File: config.mk
export PLATFORM = sky130hd
export DESIGN_NAME = arlt_timer
export DESIGN_NICKNAME = d
export VERILOG_FILES = /design/src/hdl/arlt_pkg.sv /design/src/hdl/arlt_timer.sv
export SDC_FILE = /design/constraint.sdc
export NUM_CORES = 1
export LEC_CHECK = 0
export BUFFER_PORTS_ARGS = -buffer_cell sky130_fd_sc_hd__buf_2
export CORE_MARGIN = 5
export CORE_UTILIZATION = 60
export DETAILED_ROUTE_END_ITERATION = 7
export HOLD_SLACK_MARGIN = 0.05
export PLACE_DENSITY = 0.78
export SYNTH_ARGS = -nofsm -noshare
export SYNTH_HDL_FRONTEND = slang
export SYNTH_SLANG_ARGS = --single-unit
File: constraint.sdc
create_clock -name clk_sys -period 5.15 [get_ports clk_sys]
set_input_delay 0.515 -clock clk_sys [delete_from_list [all_inputs] [get_ports clk_sys]]
set_output_delay 0.515 -clock clk_sys [all_outputs]
set_load 0.005 [all_outputs]
File: src/hdl/arlt_pkg.sv
// Purpose: Shared constants and types for the auto-reload timer with capture
// Assumes: 25 MHz system clock, plain register port, byte-wide registers
// Notes: Offsets index byte registers on the plain port
package arlt_pkg;
  // Register offsets
  localparam logic [2:0] ARLT_OFF_CTRL = 3'h0;
  localparam logic [2:0] ARLT_OFF_CLKSEL = 3'h1;
  localparam logic [2:0] ARLT_OFF_RLD_LO = 3'h2;
  localparam logic [2:0] ARLT_OFF_RLD_HI = 3'h3;
  localparam logic [2:0] ARLT_OFF_CNT_LO = 3'h4;
  localparam logic [2:0] ARLT_OFF_CNT_HI = 3'h5;
  localparam logic [2:0] ARLT_OFF_IRQ_EN = 3'h6;
  // Control register bit positions
  localparam int ARLT_BIT_HOVF = 7;
  localparam int ARLT_BIT_LOVF = 6;
  localparam int ARLT_BIT_LIEN = 5;
  localparam int ARLT_BIT_CAPEN = 4;
  localparam int ARLT_BIT_SPLIT = 3;
  localparam int ARLT_BIT_RUN = 2;
  localparam int ARLT_BIT_XCLK = 0;
  // Clock select register bit positions
  localparam int ARLT_BIT_HFAST = 7;
  localparam int ARLT_BIT_LFAST = 6;
  // Reset values
  localparam logic [7:0] ARLT_RST_BYTE = 8'h00;
  localparam logic [3:0] ARLT_RST_DIV12 = 4'h0;
  localparam logic [2:0] ARLT_RST_DIV8 = 3'h0;
  // Divider and counter terminal counts
  localparam logic [3:0] ARLT_DIV12_LAST = 4'hb;
  localparam logic [7:0] ARLT_ALL_ONES = 8'hff;
  // Last synchronised rising edge of one external/8 period
  localparam logic [2:0] ARLT_DIV8_LAST = 3'h7;
  // Register port request
  typedef struct packed {
    logic [2:0] addr;
    logic [7:0] wdata;
    logic wr;
    logic rd;
  } arlt_req_type;
  // All module state
  typedef struct packed {
    logic [7:0] ctrl;
    logic [7:0] clksel;
    logic irq_en;
    logic [7:0] rld_lo;
    logic [7:0] rld_hi;
    logic [7:0] cnt_lo;
    logic [7:0] cnt_hi;
    logic [3:0] div12;
    logic tick12;
    logic ext_s1;
    logic ext_s2;
    logic ext_d;
    logic [2:0] div8;
    logic tick8;
    logic cap;
    logic [7:0] rdata;
    logic irq;
  } arlt_state_type;
endpackage : arlt_pkg

File: src/hdl/arlt_timer.sv
// Purpose: Auto-reload up-counter, 16-bit or split 8-bit, with oscillator capture
// Assumes: ext_osc is asynchronous to clk_sys and far slower than it
// Notes: Every output is a flop; reads return data one cycle after rd
//
// Contract
// - Counter is two separately accessible bytes
// - Split bit picks 16-bit or dual 8-bit
// - Clocks: system, system/12, synchronised external/8
// - 16-bit wrap reloads and sets high flag unless capture is on
// - 16-bit overflow interrupts when enabled
// - Low byte wrap interrupts if low enable
// - Split bytes reload from own reload bytes
// - Split: run gates high byte only
// - Fast select wins, else external select decides
// - Split wraps set their own overflow flags
// - Split: high when enabled, low if low enable too, interrupts
// - Flags clear only by software write
// - Capture counts on system or system/12, except the split high byte
// - Capture copies counter to reload, sets flag
// - Capture on falling edge of external/8
// - Capture enable bit turns capture on
// - Low wrap sets low flag in every mode
`timescale 1ns/1ps
module arlt_timer
  import arlt_pkg::*;
(
  input wire logic clk_sys,
  input wire logic rst_b,
  input wire logic ext_osc,
  input wire arlt_pkg::arlt_req_type req,
  output logic [7:0] rdata,
  output logic irq,
  output logic high_overflow_flag,
  output logic low_overflow_flag
);
  import arlt_pkg::*;

  // Present and next state
  arlt_state_type s_reg;
  arlt_state_type s_next;

  // Tick chosen by a fast select and the external select
  function automatic logic pick_tick(input logic fast, input logic xclk,
                                     input logic t12, input logic t8);
    begin
      pick_tick = fast ? 1'b1 : (xclk ? t8 : t12);
    end
  endfunction : pick_tick

  // Working terms for the next-state process
  logic split;
  logic cap_on;
  logic run;
  logic lo_tick;
  logic hi_tick;
  logic lo_wrap;
  logic hi_wrap;
  logic hset;
  logic lset;
  logic [7:0] ctrl_w;

  // Next state: dividers, counting, flags, register port
  always_comb
  begin
    s_next = s_reg;
    split = s_reg.ctrl[ARLT_BIT_SPLIT];
    cap_on = s_reg.ctrl[ARLT_BIT_CAPEN];
    run = s_reg.ctrl[ARLT_BIT_RUN];
    lo_wrap = 1'b0;
    hi_wrap = 1'b0;
    hset = 1'b0;
    lset = 1'b0;
    ctrl_w = s_reg.ctrl;
    // System clock divided by 12
    s_next.tick12 = (s_reg.div12 == ARLT_DIV12_LAST);
    s_next.div12 = s_next.tick12 ? ARLT_RST_DIV12 : s_reg.div12 + 4'h1;
    // Two-flop synchroniser; only the second flop feeds logic
    s_next.ext_s1 = ext_osc;
    s_next.ext_s2 = s_reg.ext_s1;
    s_next.ext_d = s_reg.ext_s2;
    // External divided by 8: a 3-bit edge count, bit 2 is the /8 wave
    s_next.tick8 = 1'b0;
    s_next.cap = 1'b0;
    if (s_reg.ext_s2 && !s_reg.ext_d)
    begin
      s_next.div8 = s_reg.div8 + 3'h1;
      // One tick per eighth rising edge of the oscillator
      s_next.tick8 = (s_reg.div8 == ARLT_DIV8_LAST);
    end
    // Falling edge of the /8 wave, seen as div8 wrapping 7 to 0
    if (s_reg.ext_s2 && !s_reg.ext_d && s_reg.div8 == ARLT_DIV8_LAST)
    begin
      s_next.cap = cap_on;
    end
    // Tick selection; capture ignores the external path for the low tick only
    if (cap_on)
    begin
      lo_tick = pick_tick(s_reg.clksel[ARLT_BIT_LFAST], 1'b0,
                          s_reg.tick12, 1'b0);
    end
    else
    begin
      lo_tick = pick_tick(s_reg.clksel[ARLT_BIT_LFAST], s_reg.ctrl[ARLT_BIT_XCLK],
                          s_reg.tick12, s_reg.tick8);
    end
    hi_tick = pick_tick(s_reg.clksel[ARLT_BIT_HFAST], s_reg.ctrl[ARLT_BIT_XCLK],
                        s_reg.tick12, s_reg.tick8);
    if (split)
    begin
      // Low byte free-runs, high byte obeys run
      if (lo_tick)
      begin
        lo_wrap = (s_reg.cnt_lo == ARLT_ALL_ONES);
        s_next.cnt_lo = lo_wrap ? s_reg.rld_lo : s_reg.cnt_lo + 8'h01;
      end
      if (run && hi_tick)
      begin
        hi_wrap = (s_reg.cnt_hi == ARLT_ALL_ONES);
        s_next.cnt_hi = hi_wrap ? s_reg.rld_hi : s_reg.cnt_hi + 8'h01;
      end
      hset = hi_wrap;
    end
    else if (run && lo_tick)
    begin
      // 16-bit count shares the low byte's tick
      lo_wrap = (s_reg.cnt_lo == ARLT_ALL_ONES);
      hi_wrap = lo_wrap && (s_reg.cnt_hi == ARLT_ALL_ONES);
      if (hi_wrap && !cap_on)
      begin
        s_next.cnt_lo = s_reg.rld_lo;
        s_next.cnt_hi = s_reg.rld_hi;
      end
      else
      begin
        {s_next.cnt_hi, s_next.cnt_lo} = {s_reg.cnt_hi, s_reg.cnt_lo} + 16'h0001;
      end
      hset = hi_wrap && !cap_on;
    end
    lset = lo_wrap;
    // Capture copies the count into the reload pair
    if (s_reg.cap)
    begin
      s_next.rld_lo = s_reg.cnt_lo;
      s_next.rld_hi = s_reg.cnt_hi;
      hset = 1'b1;
    end
    // Register writes
    if (req.wr)
    begin
      case (req.addr)
        ARLT_OFF_CTRL: ctrl_w = req.wdata;
        ARLT_OFF_CLKSEL: s_next.clksel = req.wdata;
        ARLT_OFF_RLD_LO: s_next.rld_lo = req.wdata;
        ARLT_OFF_RLD_HI: s_next.rld_hi = req.wdata;
        ARLT_OFF_CNT_LO: s_next.cnt_lo = req.wdata;
        ARLT_OFF_CNT_HI: s_next.cnt_hi = req.wdata;
        ARLT_OFF_IRQ_EN: s_next.irq_en = req.wdata[0];
        default: ;
      endcase
    end
    // Unused bit reads zero; hardware set beats a software clear
    ctrl_w[1] = 1'b0;
    ctrl_w[ARLT_BIT_HOVF] = ctrl_w[ARLT_BIT_HOVF] | hset;
    ctrl_w[ARLT_BIT_LOVF] = ctrl_w[ARLT_BIT_LOVF] | lset;
    s_next.ctrl = ctrl_w;
    // Interrupt level follows the flags and enables
    s_next.irq = s_next.irq_en && (ctrl_w[ARLT_BIT_HOVF] ||
                 (ctrl_w[ARLT_BIT_LIEN] && ctrl_w[ARLT_BIT_LOVF]));
    // Read data stands one cycle after rd
    s_next.rdata = ARLT_RST_BYTE;
    if (req.rd)
    begin
      case (req.addr)
        ARLT_OFF_CTRL: s_next.rdata = s_reg.ctrl;
        ARLT_OFF_CLKSEL: s_next.rdata = s_reg.clksel;
        ARLT_OFF_RLD_LO: s_next.rdata = s_reg.rld_lo;
        ARLT_OFF_RLD_HI: s_next.rdata = s_reg.rld_hi;
        ARLT_OFF_CNT_LO: s_next.rdata = s_reg.cnt_lo;
        ARLT_OFF_CNT_HI: s_next.rdata = s_reg.cnt_hi;
        ARLT_OFF_IRQ_EN: s_next.rdata = {7'h00, s_reg.irq_en};
        default: s_next.rdata = ARLT_RST_BYTE;
      endcase
    end
  end

  // State register; constants only under reset
  always_ff @(posedge clk_sys or negedge rst_b)
  begin
    if (!rst_b)
    begin
      s_reg <= '0;
    end
    else
    begin
      s_reg <= s_next;
    end
  end

  // Outputs straight from flops
  assign rdata = s_reg.rdata;
  assign irq = s_reg.irq;
  assign high_overflow_flag = s_reg.ctrl[ARLT_BIT_HOVF];
  assign low_overflow_flag = s_reg.ctrl[ARLT_BIT_LOVF];
endmodule : arlt_timer

==> impl_metrics.json <==
{
  "worstPathRequired_ps": 5390,
  "combinationalPowerShare_pct": 31.4,
  "fmax_mhz": 379,
  "critPathMaxFanout": 17,
  "grt_remaining_overflow": 0,
  "crit_type": "flip-flop to flip-flop",
  "cts_sinks": 70,
  "antenna_found_initial": 0,
  "die_w_um": 96.7,
  "drc_errors": 0,
  "min-delay-start": "ext_osc",
  "pwr-share-seq_pct": 45.5,
  "grt_pass1_vias": 3858,
  "clk_latency_ps": 350,
  "dr.pass1.iters": 6,
  "synth_compound_area_share_pct": 19.8,
  "seq_area_frac_synth_pct": 38.8,
  "cts_setup_buffers": 0,
  "die_area_um2": 9350,
  "yosys.area.top_type": "dfrtp_1",
  "wirelength_mm": 13.2,
  "cap_violations": 0,
  "hold_violations": 0,
  "p_switching_uw": 915,
  "final_cell_area_um2": 4770,
  "p_per_area_nw_per_um2": 470,
  "cts_tree": "yes",
  "path_cells": "nor2b_1, o211ai_2, nand2_1, a211o_1, a221o_1",
  "arrival_ps": 2880,
  "layout_worst_path_cycle_share_pct": 51.2,
  "area_growth_pct": 5.74,
  "r2r_slack_ps": 2510,
  "ys_warn_count": 0,
  "post_cts_resized": 0,
  "drv_slew": 0,
  "switching_share_pct": 40.8,
  "yosys.area.top_type_share_pct": 38.8,
  "gp_congestion": 1.01,
  "synth.area.top_cells": "dfrtp_1, mux2i_1, mux2_2",
  "finish.net_count": 498,
  "htreeDepth": 3,
  "die-height_um": 96.7,
  "diodes": 0,
  "placed_area_um2": 4540,
  "critical_path.top_delay_family": "compound AO/OA/AOI/OAI gates",
  "grt_util_all_layers_pct": 28.2,
  "tns_ps": 0,
  "async_flop_share_pct": 100,
  "io_pins": 27,
  "yosys.area_share.simple_pct": 19.3,
  "cp_num_buf_inv": 0,
  "synth_nets": 505,
  "cpPeakStageDelay_ps": 680,
  "regToRegStartpoint": "cap_on",
  "hpwl_mm": 8.95,
  "p_leak_uw": 0.00190,
  "layout_common_cells": "dfrtp_1, nand2_1, nor2_1",
  "netlist_area_um2": 4510,
  "cp-end-kind": "flip-flop",
  "startpoint": "cap_on",
  "start_kind": "flip-flop",
  "vias": 4176,
  "fin_worst_skew_ps": 10.9,
  "clk_pin_slew_ps": 80,
  "ant_nets": 0,
  "routed_via_density": 7.19,
  "cts_buffers": 9,
  "critical_path.slowest_cell": "o211ai_2",
  "port_buffers": 26,
  "synth_ff_type": "dfrtp_1",
  "ir_drop_uv": 260,
  "status": "finished, final reports clean",
  "grt_pass1_wl_mm": 21.0,
  "wl_per_cell_um": 22.6,
  "pwr-share-clk_pct": 23.0,
  "rows": 31,
  "ys_seq_elements": 70,
  "syn_avg_cell_area_um2": 9.32,
  "hold_class": "primary input to flip-flop",
  "yosys.cell_types.count": 71,
  "cts_hold_buffers": 0,
  "synth.area.mux_share_pct": 13.2,
  "largest_register_ffs": 55,
  "max_slew.worst_pin.slew_ps": 1040,
  "cts_buffer_depth": 2,
  "rsz0062_at_grt": "false",
  "drtIter0Drc": 564,
  "core_um2": 7290,
  "setup_viol": 0,
  "synth_xor_area_share_pct": 0.971,
  "synth_edf_count": 0,
  "drive_gt1_share_pct": 16.2,
  "initial_utilization_pct": 61.8,
  "p_int_uw": 1330,
  "synth_fa_ha_area_share_pct": 1.39,
  "final_common_cell": "dfrtp_1",
  "slew_headroom_pct": 30.8,
  "root_buffer": "clkbuf_8",
  "synthCells": 484,
  "synth_top_family_by_area": "compound AO/OA/AOI/OAI gates",
  "min_period_ps": 2640,
  "grt_max_degree": 71
}
[worst paths after layout]
check                        endpoint  depth (start not counted)
max                         s_reg[30]                          5
min                        s_next[15]                          1
max reg2reg                 s_reg[30]                          5
min reg2reg                s_next[14]                          0
max in group asynchronous   s_reg[18]                          2
min in group asynchronous   s_reg[28]                          2
[stage by stage]
| step | total power, µW | util (%) | hold slack [ps] | worst slack [ps] | instances |
|---|---|---|---|---|---|
| 2_1_floorplan | 1460 | - | 219 | 3100 | 484 |
| 3_3_place_gp | 1670 | 62.2 | 332 | 2670 | 565 |
| 3_5_place_dp | 1690 | 62.2 | 338 | 2630 | 565 |
| 4_1_cts | 2210 | 65.4 | 253 | 2640 | 581 |
| 5_1_grt | 2350 | 65.4 | 251 | 2430 | 581 |
| 6_report | 2240 | 65.4 | 262 | 2510 | 581 |
[worst reg2reg max path: stages (launching register included)]
cell      delay (ps)
dfrtp_1          580
nor2b_1          130
o211ai_2         680
nand2_1          440
a211o_1          390
a221o_1          320
[cells in the mapped netlist (all sizes together) (12+ instances only)]
| master | instances |
|---|---|
| inv | 12 |
| nand3 | 12 |
| mux2i | 28 |
| a31oi | 18 |
| buf | 30 |
| a21oi | 21 |
| nor2 | 38 |
| clkbuf | 16 |
| nand2 | 38 |
| mux2 | 20 |
| dfrtp | 70 |
| o21ai | 29 |
[power groups by stage]
stage               Sequential (µW)  Clock, µW  Combinational [µW]
finish                         1020        516                 704
global route                   1030        550                 773
CTS                             995        522                 691
detailed placement             1010          0                 686
global placement               1000          0                 672
floorplan                       804          0                 657
[metal layers]
metal  GRT usage, %  routed length [µm]
met5              0                   0
met1           38.5                5090
met2           42.1                5870
met3           8.20                1630
met4           11.2                 564
[layout make-up]
type | count | area [µm²]
Tap cell | 99 | 124
Multi-Input combinational cell | 356 | 2470
Timing Repair Buffer | 28 | 145
Sequential cell | 70 | 1750
Inverter | 12 | 45.0
Clock buffer | 10 | 138
Fill cell | 585 | 2520
Clock inverter | 6 | 92.6
[kinds of logic (layout without fill, tap and decap cells)]
logic type / Yosys count / after routing
adder cells (fa/ha/maj): 5 / 5
flip-flops: 70 / 70
buffers and inverters: 58 / 56
AO/OA/AOI/OAI: 133 / 133
XOR/XNOR: 5 / 5
AND/OR/NAND/NOR: 161 / 161
multiplexers: 52 / 52
Power figures use the tool's default switching activity.
